<file path="src/rtl/pafm_params.svh">
// constants for the port alternate-function mux
`ifndef PAFM_PARAMS_SVH
`define PAFM_PARAMS_SVH
`define PAFM_ADDR_W        4
`define PAFM_OFF_A_EN      4'h0
`define PAFM_OFF_B_EN      4'h1
`define PAFM_OFF_B_SET1    4'h2
`define PAFM_OFF_B_SET2    4'h3
`define PAFM_OFF_C_EN      4'h4
`define PAFM_OFF_C_SET1    4'h5
`define PAFM_OFF_C_SET2    4'h6
`define PAFM_OFF_D_EN      4'h7
`define PAFM_OFF_STATUS    4'h8
`define PAFM_RST_EN        8'h00
`define PAFM_RST_SET       8'h00
`define PAFM_RST_D_EN      1'b1
`define PAFM_RESP_OKAY     2'b00
`define PAFM_RESP_SLVERR   2'b10
`endif

</file>
<file path="src/rtl/pafm_pkg.sv">
// types for the port alternate-function mux
package pafm_pkg;
  typedef struct packed {
    logic [7:0] en;
    logic [7:0] set1;
    logic [7:0] set2;
  } pafm_cfg_t;
  typedef struct packed {
    logic [7:0] o;
    logic [7:0] oe;
  } pafm_pin_t;
  typedef enum logic [1:0] {PAFM_W_IDLE, PAFM_W_RESP} pafm_wst_t;
endpackage : pafm_pkg

</file>
<file path="src/rtl/pafm_mux.sv">
// port alternate-function mux with axi4-lite configuration
//
// Our own choices: register access over AXI4-Lite and the address map.
`include "pafm_params.svh"
module pafm_mux (
  input  wire logic              clk,
  input  wire logic              rst_b,
  input  wire logic              clk_en,
  input  wire logic [31:0]       s_axi_awaddr,
  input  wire logic              s_axi_awvalid,
  output logic                   s_axi_awready,
  input  wire logic [31:0]       s_axi_wdata,
  input  wire logic [3:0]        s_axi_wstrb,
  input  wire logic              s_axi_wvalid,
  output logic                   s_axi_wready,
  output logic [1:0]             s_axi_bresp,
  output logic                   s_axi_bvalid,
  input  wire logic              s_axi_bready,
  input  wire logic [31:0]       s_axi_araddr,
  input  wire logic              s_axi_arvalid,
  output logic                   s_axi_arready,
  output logic [31:0]            s_axi_rdata,
  output logic [1:0]             s_axi_rresp,
  output logic                   s_axi_rvalid,
  input  wire logic              s_axi_rready,
  input  wire logic              xtal_enable,
  input  wire logic              timer0_out_mode,
  input  wire logic              timer0_true_out,
  input  wire logic              timer0_comp_out,
  input  wire logic              timer1_out_mode,
  input  wire logic              timer1_true_out,
  input  wire logic              timer1_comp_out,
  input  wire logic              comparator_output,
  input  wire logic [7:0]        port_a_in,
  input  wire logic [7:0]        port_b_in,
  input  wire logic [7:0]        port_c_in,
  output pafm_pkg::pafm_pin_t    port_a_pin,
  output pafm_pkg::pafm_pin_t    port_c_pin,
  output logic                   timer0_in,
  output logic                   timer1_in,
  output logic                   external_clock_input,
  output logic [7:0]             analog_sel,
  output logic                   analog_ref_sel,
  output logic                   comp_positive_sel,
  output logic                   comp_negative_sel,
  output logic                   xtal_pins_own,
  output logic                   port_d_bit0_reset_mode
);
  import pafm_pkg::*;

  // configuration state
  logic [7:0]  a_en_r, a_en_nxt;
  pafm_cfg_t   b_cfg_r, b_cfg_nxt;
  pafm_cfg_t   c_cfg_r, c_cfg_nxt;
  logic        d_en_r, d_en_nxt;
  // bus state
  pafm_wst_t   wst_r, wst_nxt;
  logic        aw_got_r, aw_got_nxt;
  logic        w_got_r, w_got_nxt;
  logic [3:0]  waddr_r, waddr_nxt;
  logic [7:0]  wdat_r, wdat_nxt;
  logic        wstb_r, wstb_nxt;
  logic        bvalid_r, bvalid_nxt;
  logic [1:0]  bresp_r, bresp_nxt;
  logic        rvalid_r, rvalid_nxt;
  logic [31:0] rdata_r, rdata_nxt;
  logic [1:0]  rresp_r, rresp_nxt;
  logic        wr_map_ok;
  logic        rd_map_ok;
  logic [7:0]  rd_val;
  logic [3:0]  raddr;
  // pin sync: three stages, change accepted when stage 2 and 3 agree
  logic [7:0]  a_s1_r, a_s2_r, a_s3_r, a_q_r, a_q_nxt;
  logic [7:0]  b_s1_r, b_s2_r, b_s3_r, b_q_r, b_q_nxt;
  // mux outputs
  pafm_pin_t   pa_nxt, pc_nxt;
  logic        t0i_nxt, t1i_nxt, clki_nxt;
  logic [7:0]  ana_nxt;
  logic        ref_nxt, cinp_nxt, cinn_nxt;
  logic [7:0]  b_act, c_act;

  assign raddr = s_axi_araddr[5:2];
  assign wr_map_ok = (waddr_r <= `PAFM_OFF_D_EN);

  // register write path; write and read share no state
  always_comb begin
    wst_nxt    = wst_r;
    aw_got_nxt = aw_got_r;
    w_got_nxt  = w_got_r;
    waddr_nxt  = waddr_r;
    wdat_nxt   = wdat_r;
    wstb_nxt   = wstb_r;
    bvalid_nxt = bvalid_r;
    bresp_nxt  = bresp_r;
    a_en_nxt   = a_en_r;
    b_cfg_nxt  = b_cfg_r;
    c_cfg_nxt  = c_cfg_r;
    d_en_nxt   = d_en_r;
    case (wst_r)
      PAFM_W_IDLE: begin
        // take a beat only on a real handshake, never twice
        if (s_axi_awvalid && s_axi_awready) begin
          aw_got_nxt = 1'b1;
          waddr_nxt  = s_axi_awaddr[5:2];
        end
        if (s_axi_wvalid && s_axi_wready) begin
          w_got_nxt = 1'b1;
          wdat_nxt  = s_axi_wdata[7:0];
          wstb_nxt  = s_axi_wstrb[0];
        end
        if (aw_got_r && w_got_r) begin
          // only byte lane 0 holds data; upper lanes ignored
          if (wstb_r) begin
            case (waddr_r)
              `PAFM_OFF_A_EN:   a_en_nxt = wdat_r;
              `PAFM_OFF_B_EN:   b_cfg_nxt.en = wdat_r;
              `PAFM_OFF_B_SET1: b_cfg_nxt.set1 = wdat_r;
              `PAFM_OFF_B_SET2: b_cfg_nxt.set2 = wdat_r;
              `PAFM_OFF_C_EN:   c_cfg_nxt.en = wdat_r;
              `PAFM_OFF_C_SET1: c_cfg_nxt.set1 = wdat_r;
              `PAFM_OFF_C_SET2: c_cfg_nxt.set2 = wdat_r;
              `PAFM_OFF_D_EN:   d_en_nxt = wdat_r[0];
              default: ;
            endcase
          end
          bresp_nxt  = wr_map_ok ? `PAFM_RESP_OKAY : `PAFM_RESP_SLVERR;
          bvalid_nxt = 1'b1;
          aw_got_nxt = 1'b0;
          w_got_nxt  = 1'b0;
          wst_nxt    = PAFM_W_RESP;
        end
      end
      PAFM_W_RESP: begin
        if (s_axi_bready) begin
          bvalid_nxt = 1'b0;
          wst_nxt    = PAFM_W_IDLE;
        end
      end
      default: wst_nxt = PAFM_W_IDLE;
    endcase
  end

  // read path; status shows xtal_enable (bit 1) and port_d_bit0_reset_mode (bit 0)
  always_comb begin
    rd_map_ok = 1'b1;
    case (raddr)
      `PAFM_OFF_A_EN:   rd_val = a_en_r;
      `PAFM_OFF_B_EN:   rd_val = b_cfg_r.en;
      `PAFM_OFF_B_SET1: rd_val = b_cfg_r.set1;
      `PAFM_OFF_B_SET2: rd_val = b_cfg_r.set2;
      `PAFM_OFF_C_EN:   rd_val = c_cfg_r.en;
      `PAFM_OFF_C_SET1: rd_val = c_cfg_r.set1;
      `PAFM_OFF_C_SET2: rd_val = c_cfg_r.set2;
      `PAFM_OFF_D_EN:   rd_val = {7'h00, d_en_r};
      `PAFM_OFF_STATUS: rd_val = {6'h00, xtal_enable, port_d_bit0_reset_mode};
      default: begin
        rd_val    = 8'h00;
        rd_map_ok = 1'b0;
      end
    endcase
    if (s_axi_araddr[31:6] != 26'h0000000) begin
      rd_val    = 8'h00;
      rd_map_ok = 1'b0;
    end
    rvalid_nxt = rvalid_r;
    rdata_nxt  = rdata_r;
    rresp_nxt  = rresp_r;
    if (rvalid_r) begin
      if (s_axi_rready) begin
        rvalid_nxt = 1'b0;
      end
    end else if (s_axi_arvalid && s_axi_arready) begin
      rvalid_nxt = 1'b1;
      rdata_nxt  = {24'h000000, rd_val};
      rresp_nxt  = rd_map_ok ? `PAFM_RESP_OKAY : `PAFM_RESP_SLVERR;
    end
  end

  // function mapping
  always_comb begin
    // port b/c: function only while enable set
    b_act = b_cfg_r.en & b_cfg_r.set1;
    c_act = c_cfg_r.en & c_cfg_r.set1;
    // port a: enable selects the function; on a0/a6 the timer out mode picks output over input
    pa_nxt = '0;
    pa_nxt.o[0]  = timer0_comp_out;
    pa_nxt.oe[0] = a_en_r[0] & timer0_out_mode;
    pa_nxt.o[1]  = timer0_true_out;
    pa_nxt.oe[1] = a_en_r[1];
    pa_nxt.o[6]  = timer1_comp_out;
    pa_nxt.oe[6] = a_en_r[6] & timer1_out_mode;
    pa_nxt.o[7]  = timer1_true_out;
    pa_nxt.oe[7] = a_en_r[7];
    // crystal owns a0/a1 whatever the port settings
    if (xtal_enable) begin
      pa_nxt.o[1:0]  = 2'b00;
      pa_nxt.oe[1:0] = 2'b00;
    end
    // undriven pins show no peripheral level
    pa_nxt.o = pa_nxt.o & pa_nxt.oe;
    t0i_nxt = a_en_r[0] & ~timer0_out_mode & ~xtal_enable &
              a_q_r[0];
    t1i_nxt = a_en_r[6] & ~timer1_out_mode & a_q_r[6];
    // b3 clock input: enable set and set bit clear
    clki_nxt = b_cfg_r.en[3] & ~b_cfg_r.set1[3] & b_q_r[3];
    ana_nxt = '0;
    ana_nxt[0] = b_act[0];
    ana_nxt[1] = b_act[1];
    ana_nxt[2] = b_act[2];
    ana_nxt[3] = b_act[3];
    ana_nxt[7] = b_act[4];
    ana_nxt[4] = c_act[0];
    ana_nxt[5] = c_act[1];
    ana_nxt[6] = c_act[2];
    ref_nxt  = b_act[5];
    cinp_nxt = c_act[0];
    cinn_nxt = c_act[1];
    pc_nxt = '0;
    pc_nxt.o[3]  = comparator_output;
    pc_nxt.oe[3] = c_cfg_r.en[3] & ~c_cfg_r.set1[3];
    pc_nxt.o = pc_nxt.o & pc_nxt.oe;
    // a pin in the three-stage sync moves once stages 2 and 3 agree
    a_q_nxt = a_q_r;
    b_q_nxt = b_q_r;
    for (int i = 0; i < 8; i++) begin
      if (a_s2_r[i] == a_s3_r[i]) a_q_nxt[i] = a_s3_r[i];
      if (b_s2_r[i] == b_s3_r[i]) b_q_nxt[i] = b_s3_r[i];
    end
  end

  always_ff @(posedge clk or negedge rst_b) begin
    if (!rst_b) begin
      wst_r    <= PAFM_W_IDLE;
      aw_got_r <= 1'b0;
      w_got_r  <= 1'b0;
      waddr_r  <= 4'h0;
      wdat_r   <= 8'h00;
      wstb_r   <= 1'b0;
      bvalid_r <= 1'b0;
      bresp_r  <= `PAFM_RESP_OKAY;
      rvalid_r <= 1'b0;
      rdata_r  <= 32'h00000000;
      rresp_r  <= `PAFM_RESP_OKAY;
      a_en_r   <= `PAFM_RST_EN;
      b_cfg_r  <= '{`PAFM_RST_EN, `PAFM_RST_SET, `PAFM_RST_SET};
      c_cfg_r  <= '{`PAFM_RST_EN, `PAFM_RST_SET, `PAFM_RST_SET};
      d_en_r   <= `PAFM_RST_D_EN;
      a_s1_r <= 8'h00; a_s2_r <= 8'h00; a_s3_r <= 8'h00; a_q_r <= 8'h00;
      b_s1_r <= 8'h00; b_s2_r <= 8'h00; b_s3_r <= 8'h00; b_q_r <= 8'h00;
      port_a_pin             <= '0;
      port_c_pin             <= '0;
      timer0_in              <= 1'b0;
      timer1_in              <= 1'b0;
      external_clock_input   <= 1'b0;
      analog_sel             <= 8'h00;
      analog_ref_sel         <= 1'b0;
      comp_positive_sel      <= 1'b0;
      comp_negative_sel      <= 1'b0;
      xtal_pins_own          <= 1'b0;
      port_d_bit0_reset_mode <= 1'b1;
    end else if (clk_en) begin
      wst_r    <= wst_nxt;
      aw_got_r <= aw_got_nxt;
      w_got_r  <= w_got_nxt;
      waddr_r  <= waddr_nxt;
      wdat_r   <= wdat_nxt;
      wstb_r   <= wstb_nxt;
      bvalid_r <= bvalid_nxt;
      bresp_r  <= bresp_nxt;
      rvalid_r <= rvalid_nxt;
      rdata_r  <= rdata_nxt;
      rresp_r  <= rresp_nxt;
      a_en_r   <= a_en_nxt;
      b_cfg_r  <= b_cfg_nxt;
      c_cfg_r  <= c_cfg_nxt;
      d_en_r   <= d_en_nxt;
      a_s1_r <= port_a_in; a_s2_r <= a_s1_r; a_s3_r <= a_s2_r;
      a_q_r  <= a_q_nxt;
      b_s1_r <= port_b_in; b_s2_r <= b_s1_r; b_s3_r <= b_s2_r;
      b_q_r  <= b_q_nxt;
      port_a_pin             <= pa_nxt;
      port_c_pin             <= pc_nxt;
      timer0_in              <= t0i_nxt;
      timer1_in              <= t1i_nxt;
      external_clock_input   <= clki_nxt;
      analog_sel             <= ana_nxt;
      analog_ref_sel         <= ref_nxt;
      comp_positive_sel      <= cinp_nxt;
      comp_negative_sel      <= cinn_nxt;
      xtal_pins_own          <= xtal_enable;
      port_d_bit0_reset_mode <= d_en_nxt;
    end
  end

  // handshake readies are flops too; one beat each per write
  always_ff @(posedge clk or negedge rst_b) begin
    if (!rst_b) begin
      s_axi_awready <= 1'b0;
      s_axi_wready  <= 1'b0;
      s_axi_arready <= 1'b0;
    end else if (clk_en) begin
      s_axi_awready <= (wst_nxt == PAFM_W_IDLE) & ~aw_got_nxt &
                       ~(aw_got_r & w_got_r);
      s_axi_wready  <= (wst_nxt == PAFM_W_IDLE) & ~w_got_nxt &
                       ~(aw_got_r & w_got_r);
      s_axi_arready <= ~rvalid_nxt;
    end
  end

  assign s_axi_bvalid = bvalid_r;
  assign s_axi_bresp  = bresp_r;
  assign s_axi_rvalid = rvalid_r;
  assign s_axi_rdata  = rdata_r;
  assign s_axi_rresp  = rresp_r;
endmodule : pafm_mux

</file>
<file path="config.mk">
export PLATFORM = sky130hd
export DESIGN_NAME = pafm_mux
export DESIGN_NICKNAME = d
export VERILOG_FILES = /design/src/rtl/pafm_pkg.sv /design/src/rtl/pafm_mux.sv
export VERILOG_INCLUDE_DIRS = /design/src /design/src/rtl
export SDC_FILE = /design/constraint.sdc
export NUM_CORES = 1
export LEC_CHECK = 0
export BUFFER_PORTS_ARGS = -buffer_cell sky130_fd_sc_hd__buf_2
export CAP_MARGIN = 0
export CORE_MARGIN = 3
export CORE_UTILIZATION = 51
export CTS_BUF_LIST = sky130_fd_sc_hd__clkbuf_2
export CTS_CLUSTER_DIAMETER = 40
export CTS_CLUSTER_SIZE = 14
export DETAILED_ROUTE_END_ITERATION = 7
export GPL_ROUTABILITY_DRIVEN = 0
export GPL_TIMING_DRIVEN = 0
export HOLD_SLACK_MARGIN = 0.1
export PLACE_DENSITY = 0.83
export SLEW_MARGIN = 15
export SYNTH_ARGS = -nofsm -noshare
export SYNTH_HDL_FRONTEND = slang
export SYNTH_SLANG_ARGS = --single-unit
</file>
<file path="constraint.sdc">
create_clock -name clk -period 2.35 [get_ports clk]
set_input_delay 0.1175 -clock clk [delete_from_list [all_inputs] [get_ports clk]]
set_output_delay 0.1175 -clock clk [all_outputs]
set_load 0.005 [all_outputs]
</file>
After elaboration in Yosys (flattened, before gate mapping):

Index checks and enable logic that the tools add are counted.

* register bits: 163
* input bits: 140
* output and inout bits: 89
* logic and storage cells: 144

* magnitude comparators: 1
* equal/unequal tests: 21
* muxes and demuxes: 23
* bitwise logic cells: 29
* reductions and logical operators: 27

Operator list (count)
* $pmux W8 S9: 1
* $reduce_and A5 Y1: 8
* $eq A4 B3 Y1 const B: 8
* $reduce_bool A26 Y1: 1
* $eq A4 B2 Y1 const B: 4
* $and A1 B1 Y1: 15
* $mux W1: 13
* $mux W2: 6
* $reduce_and A3 Y1: 4
* $not A1 Y1: 10
* $reduce_or A9 Y1: 1
* $and A8 B8 Y8: 1
* $eq A4 B1 Y1 const B: 2
* $logic_not A4 Y1: 2
* $mux W8: 1
* $and A6 B6 Y6: 1
* $reduce_and A2 Y1: 3
* $and A4 B4 Y4: 1
* $eq A4 B4 Y1 const B: 1
* $le A4 B3 Y1 const B: 1
* $logic_and A1 B1 Y1: 4
* $logic_not A2 Y1: 2
* $ne A2 B2 Y1 const B: 2
* $pmux W2 S2: 1
* 6 further kinds: 8

Logic depth before layout (Yosys ltp):

Gate-level depths: netlist (run 1).

* depth in word-level cells: 7
* depth in mapped cells: 7
* depth with buffers taken out: 5

Least setup slack after synthesis (run 1):

OpenSTA, ideal clock, no wires.

* kind: register to register
* from: reg wst_r[1]
* to: reg b_cfg_r[16] (netlist bit)
* setup time: 0.125 ns
* arrival: 1.724 ns
* data required time: 2.225 ns
* slack: 0.501 ns
* stages on the path, launching flop included: 6
* path buffers: 1
* period minus slack after synthesis: 1.849 ns
* path through: dfrtp_1 -> nor4_2 -> nand2b_1 -> buf_2 -> nor3_2 -> mux2_2

* longest elaborated chain between the ends: 2

RTL lines
* start: declaration: RTL line pafm_mux.sv:57 `pafm_wst_t wst_r, wst_nxt;`
* start signal: assignment: RTL line pafm_mux.sv:262 `wst_r <= wst_nxt;`
* $logic_not A2 Y1: RTL line pafm_mux.sv:99 `case (wst_r)`
* $reduce_and A5 Y1 (no line)
* end signal: assignment: RTL line pafm_mux.sv:245 `` b_cfg_r <= '{`PAFM_RST_EN, `PAFM_RST_SET, `PAFM_RST_SET}; ``
* end signal: assignment: RTL line pafm_mux.sv:274 `b_cfg_r <= b_cfg_nxt;`
* end: declaration: RTL line pafm_mux.sv:53 `pafm_cfg_t b_cfg_r, b_cfg_nxt;`

No other way between the ends.
A chain may end at the register's enable or synchronous reset.

Worst setup path after layout (run 1):

* from: reg wst_r[1]
* to: reg a_en_r[0]

* longest elaborated chain between the ends: 2

RTL lines
* $logic_not A2 Y1: RTL line pafm_mux.sv:99
* $reduce_and A5 Y1 (no line)
* end signal: assignment: RTL line pafm_mux.sv:244 `` a_en_r <= `PAFM_RST_EN; ``
* end signal: assignment: RTL line pafm_mux.sv:273 `a_en_r <= a_en_nxt;`
* end: declaration: RTL line pafm_mux.sv:52 `logic [7:0] a_en_r, a_en_nxt;`

No other way between the ends.

==> results.md, run 1 <==
* Critical Path Sink: a_en_r[0]
* Dominant synthesized flop cell: dfrtp_1
* ANT cells at 0
* Synth Instances at between 400 and 500
* Largest family of logic cells by synthesized area: multiplexers
* Clock Path Buffers at 2
* # DRC at 0
* Final Hold Vio Count at 0
* R2r endpoint: a_en_r[0]
* RR Startpoint: wst_r[1]
* Synth-to-Final Area Change at 28.27%
* DRT antenna net count at 0
* CTS tree: yes
* Clock sinks at ~120
* Nets at roughly 860
* Count of cell types in the netlist at 45
* CTS clock-pin slew for the worst setup and hold paths at approximately 0.19 ns
* Htree depth at 4
* Compound-Gate Fraction of Synth Area at roughly 7.3%
* Status: finished, final reports clean
* Overflow after GRT at 0
* Reg2Reg Depth at 5
* Vias in the first global route at roughly 4600
* Clock Latency Late Sink at roughly 0.67 ns
* Layout cells sized above 1 at about two fifths
* F_max at approximately 450 MHz
* Avg Cell Area, Syn at between 10 and 15 µm²
* Post-synthesis sequential area ratio at a little over half
* Reg2Reg Setup Slack at about 0.11 ns
* GRT met1 Usage at 30.82%
* Most common cell after layout, fill and taps aside: dfrtp_1
* Met2 GRT Util at between 30% and 40%
* Total CTS buffers at 17
* Worst-Margin Slew at ~1.2 ns
* Tcrit/Tclk final at a little over nine tenths
* Busiest grt layer: met2
* Pins Over Slew Limit at 0
* Initial antenna violation count at 0
* CP Data Required Time at ~2.9 ns
* Max Cap Violations at 0
* Final setup fails at 0
* # port buffers at 102
* Asr flop ratio synth at 100.0%
* Crit path DAT at 2.79 ns
* I/O pins at 229
* Critical Path Source: wst_r[1]
* Row count at 38
* Final setup TNS at 0 ns
* Setup WS pre-CTS at roughly 0.067 ns
* WL/cell at between 15 and 20 µm
* Die H at around 110 µm
* Most frequent cells in the layout: dfrtp_1 (123), buf_2 (107), mux2_2 (95), buf_4 (50), dlygate4sd3_1 (49)
* GR Util met3 at 5.401%
* Yosys Warn Count at 0
* Adder-Cell Fraction of Synth Area at 0%
* Critical path endpoint category: flip-flop
* Setup ws final at about 0.11 ns
* DRT Pass-1 Iters at 5
* CP Max Fanout at 8
* Final wirelength at around 15000 µm
* Simple-gate share of the synthesized area at just under 10%
* Core region area at 10980 µm²
* Critical path class: flip-flop to flip-flop
* Leakage at 3.751 nW
* Worst Hold Class: input port to flip-flop
* Dpl hpwl at approximately 9900 µm
* Largest net degree at the start of global routing at between 70 and 80
* Multi-input gate area at ~2400 µm²
* Tmin final at 2.244 ns
* #FFs+latches synth at between 100 and 150
* Post-Syn Area at 5829 µm²
* Vias at roughly 4600
* Iter 0 DRT Violations at 299
* Horiz. Die Dim at around 110 µm
* Starting density of the core at between 50 and 60%
* Max_slew headroom at between 20 and 25%
* FF+latch area at ~3100 µm²
* Xor/xnor cell area share of the yosys netlist at 0%
* Postcts setup bufs at 0
* GRT Util Overall at about a quarter
* Startpoint type of the worst setup path: flip-flop
* CTS root buf: clkbuf_2
* PnR Total Power at ~5.8 mW
* Worst VDD drop at between 0.5 and 0.6 mV
* Die Footprint at between 10000 and 15000 µm²
* Power Dens Cells at slightly below 800 nW/µm²
* Mux contribution to synthesized area at 20.37%
* First-pass GRT wire length at roughly 24000 µm
* Post-synth EDFFs at 0
* Filler Cell Count at approximately 790
* Detailed-route vias per instance at 5.285
* Setup Skew at 0.02860 ns
* Unrepaired setup endpoints after global routing: no
[worst min-delay path by stage]
stage	endpoint	slack [ns]	from	depth (start not counted)
5_1_grt	a_s1_r[6]	0.18	port_a_in[6]	3
4_1_cts	s_axi_rvalid	0.17	s_axi_rready	5
6_report	wdat_r[4]	0.20	s_axi_wdata[4]	3
3_3_place_gp	wdat_r[0]	0.35	s_axi_wdata[0]	2
2_1_floorplan	a_en_r[0]	-0.18	rst_b	0
3_5_place_dp	port_c_pin[3]	0.09	rst_b	1
[per-layer routing]
| layer | vias up | wire [µm] |
|---|---|---|
| li1 | 2101 | - |
| met1 | 2191 | 6051 |
| met2 | 269 | 7352 |
| met3 | 26 | 1312 |
| met4 | 0 | 229 |
| met5 | - | 0 |
[final cells by class]
type,instances,area share (%)
sequential,124,41.52
timing repair buffer,153,14.21
tap,140,2.343
clock inverter,13,1.690
multi-input combinational,327,31.74
inverter,24,1.205
buffer,68,6.024
clock buffer,19,1.272
[power by group]
| group | switching, mW | total, mW | internal [mW] | leakage [nW] |
|---|---|---|---|---|
| Sequential | 0.506 | 3.15 | 2.64 | 1.65 |
| Clock | 0.791 | 1.27 | 0.480 | 0.131 |
| Combinational | 0.599 | 1.40 | 0.802 | 1.97 |
[worst max-delay path, stage by stage, from the launching register on]
cell and delay (ns):
dfrtp_1 0.52, nor4_2 0.36, nand2b_1 0.08, buf_2 0.17
nor4_4 0.58, mux2_2 0.41
[what timing repair did]
action | CTS | global route
hold buffers | 50 | 0
gates cloned | 0 | 0
gates resized for setup | 1 | 6
endpoints found under the hold margin | 191 | 0
endpoints found under the setup margin | 2 | 17
pin swaps | 0 | 1
[state kept, by name (all words and copies together) (netlist names), 4 cells and up]
name,cells
b_cfg_r,24
port_a_pin,8
c_cfg_r,24
s_axi_rdata,8
a_en_r,8
wdat_r,8
analog_sel,8
waddr_r,4
[metrics by stage]
step | instances | util, % | area [µm²] | hold WS, ns
global placement | 785 | 60.93 | 6691 | 0.3502
floorplan | 543 | - | 6006 | -0.1781
global route | 868 | 68.08 | 7477 | 0.1786
detailed placement | 786 | 61.23 | 6725 | 0.09479
finish | 868 | 68.08 | 7477 | 0.2010
CTS | 868 | 68.02 | 7471 | 0.1661
[cells in the mapped netlist, drive strengths merged, types with 4 or more instances]
cell type | number | area share (%)
nor2 | 22 | 1.5
nor3 | 4 | 0.43
nand2b | 5 | 0.54
dfrtp | 123 | 53
nor2b | 9 | 0.97
nor4 | 8 | 1.2
mux2 | 95 | 18
clkbuf | 11 | 0.71
nand3 | 17 | 1.5
nand2 | 27 | 1.7
mux2i | 5 | 0.86
nand4 | 4 | 0.43
a22oi | 5 | 0.64
o21ai | 24 | 2.1
a21oi | 13 | 1.1
a31oi | 6 | 0.64
o31ai | 8 | 1.0
inv | 24 | 1.5
buf | 57 | 7.0
[cells by family (layout without fill, tap and decap cells)]
family,Yosys count,count (layout)
multiplexers,103,103
buffers and inverters,92,277
AND/OR/NAND/NOR,107,107
flip-flops,124,124
other,1,48
AO/OA/AOI/OAI,69,69
(Power assumes the default switching activity.)
==> inputs of run 2 (changes only) <==
CAP_MARGIN = 20   (was 0)
REMOVE_ABC_BUFFERS = 1   (was unset)
SLEW_MARGIN = 20   (was 15)
==> results.md, run 2 (same netlist as run 1, synthesis figures left out) <==
* Vias at 4264
* Setup WS pre-CTS at -0.03195 ns
* Worst VDD drop at 0.5531 mV
* Seq pwr share at around 57%
* CTS clock-pin slew for the worst setup and hold paths at approximately 0.17 ns
* CP Data Required Time at between 2 and 3 ns
* Max_slew headroom at a little under a third
* Stages on the worst setup path at 9
* R2r endpoint: b_cfg_r[17]
* Critical-path cell list: dlygate4sd3_1 -> buf_2 -> nor4_1 -> dlygate4sd3_1 -> nand3_1 -> nor2_1 -> dlygate4sd3_1 -> nand2_2 -> o31ai_1
* Final setup TNS at 0 ns
* WP buf/inv at 4
* Critical Path Sink: s_axi_rdata[2]
* CTS tree: yes
* Pins Over Slew Limit at 0
* DRT Pass-1 Iters at 5
* Dpl hpwl at between 8000 and 9000 µm
* Worst Hold Class: input port to flip-flop
* Die Footprint at 12750 µm²
* Initial antenna violation count at 0
* Startpoint type of the worst setup path: input port
* Switching part of the total at 31.63%
* Worst stage delay on the critical path at ~0.60 ns
* Max Cap Violations at 0
* Tmin final at ~2.3 ns
* Largest regs: b_cfg_r x24, c_cfg_r x24
* Worst-Margin Slew at just over 1 ns
* Tcrit/Tclk final at between 90% and 100%
* Htree depth at 4
* Starting density of the core at roughly 53%
* WL/cell at between 15 and 20 µm
* Most frequent cells in the layout: dfrtp_1 (123), buf_2 (100), mux2_2 (95), dlygate4sd3_1 (55), conb_1 (48)
* Crit path max-delay family: buffers and inverters
* GRT Util Overall at 21.52%
* Crit path DAT at about 2.8 ns
* Slowest-stage cell, CP: dlygate4sd3_1
* Final Util at between 60% and 70%
* Total CTS buffers at 17
* First-pass GRT wire length at approximately 21000 µm
* Overflow after GRT at 0
* RR Startpoint: wst_r[1]
* Leakage at ~3.5 nW
* Setup ws final at a little over 0.05 ns
* I/O pins at approximately 230
* Final hold slack at 0.2291 ns
* Nets at between 700 and 800
* Horiz. Die Dim at 112.9 µm
* # DRC at 0
* Clock sinks at between 100 and 150
* Internal power at about 3.8 mW
* Critical Path Source: s_axi_araddr[25]
* ANT cells at 0
* Clock Latency Late Sink at 0.64 ns
* CTS root buf: clkbuf_2
* Critical path endpoint category: flip-flop
* Die H at approximately 110 µm
* Power Dens Cells at 776.3 nW/µm²
* Layout cells sized above 1 at 36.77%
* Largest net degree at the start of global routing at 74
* Final wirelength at approximately 13000 µm
* Clk pwr share at about a fifth
* Critical path class: input port to flip-flop
* Setup Skew at 0.01653 ns
* Synth-to-Final Area Change at 21.79%
* Final setup fails at 0
* Detailed-route vias per instance at about 5.3
* Status: finished, final reports clean
* Crit-path most repeated cell: dlygate4sd3_1
* Row count at 38
* DRT antenna net count at 0
* # port buffers at 102
* Vias in the first global route at around 4400
* Reg2Reg Depth at 4
* Logic pwr share at a little under a quarter
* Clock Path Buffers at 2
* Most common cell after layout, fill and taps aside: dfrtp_1
* F_max at approximately 430 MHz
* CP Max Fanout at 6
* Net Sw Power at 1.743 mW
* Reg2Reg Setup Slack at 0.17 ns
* Final Hold Vio Count at 0
* Iter 0 DRT Violations at ~250
* Core region area at ~11000 µm²
## run 2: tightest hold or removal path: stages
cell and delay (ns):
dlygate4sd3_1 0.52, buf_2 0.09, mux2_2 0.12
## run 2: power by group through the flow
stage	Combinational (mW)	Sequential, mW	Clock [mW]
2_1_floorplan	0.775	3.03	0
3_3_place_gp	1.07	3.12	0
3_5_place_dp	1.14	3.17	0
4_1_cts	1.27	3.13	1.16
5_1_grt	1.42	3.23	1.24
6_report	1.27	3.13	1.10
## run 2: worst min path at each step
stage	start	endpoint	slack (ns)	cells after the start
after floorplan	rst_b	a_en_r[0]	-0.18	0
after global placement	timer1_true_out	port_a_pin[15]	0.34	3
after detailed placement	rst_b	b_s2_r[3]	0.1	1
after CTS	port_b_in[3]	b_s1_r[3]	0.13	3
after global routing	port_b_in[3]	b_s1_r[3]	0.15	3
final	s_axi_wdata[2]	wdat_r[2]	0.23	3
## run 2: metrics by stage
| stage | std cells | instance area, µm² | total power, mW |
|---|---|---|---|
| after detailed placement | 719 | 6296 | 4.313 |
| after floorplan | 475 | 5557 | 3.806 |
| final | 809 | 7099 | 5.511 |
| after global routing | 809 | 7099 | 5.887 |
| after CTS | 807 | 7063 | 5.556 |
| after global placement | 717 | 6242 | 4.187 |
## run 2: metal layers
metal	vias up	wire length, µm	track usage [%]
li1	1987	-	-
met1	2104	5208	25.96
met2	159	6861	38.07
met3	14	835	5.241
met4	0	191	6.731
met5	-	0	0
## run 2: timing repair
item | in CTS | in global routing
resized for setup | 1 | 5
hold endpoints to repair | 181 | 0
hold buffers | 56 | 0
setup endpoints to repair | 7 | 16
pin swaps | 1 | 1
setup buffers | 0 | 2
## run 2: cell type report
class	count	area (µm²)
Fill cell	856	3884
Sequential cell	124	3104
Multi-Input combinational cell	327	2387
Timing Repair Buffer	162	1160
Tap cell	140	175.2
Clock buffer	21	105.1
Inverter	24	90.09
Clock inverter	11	77.57
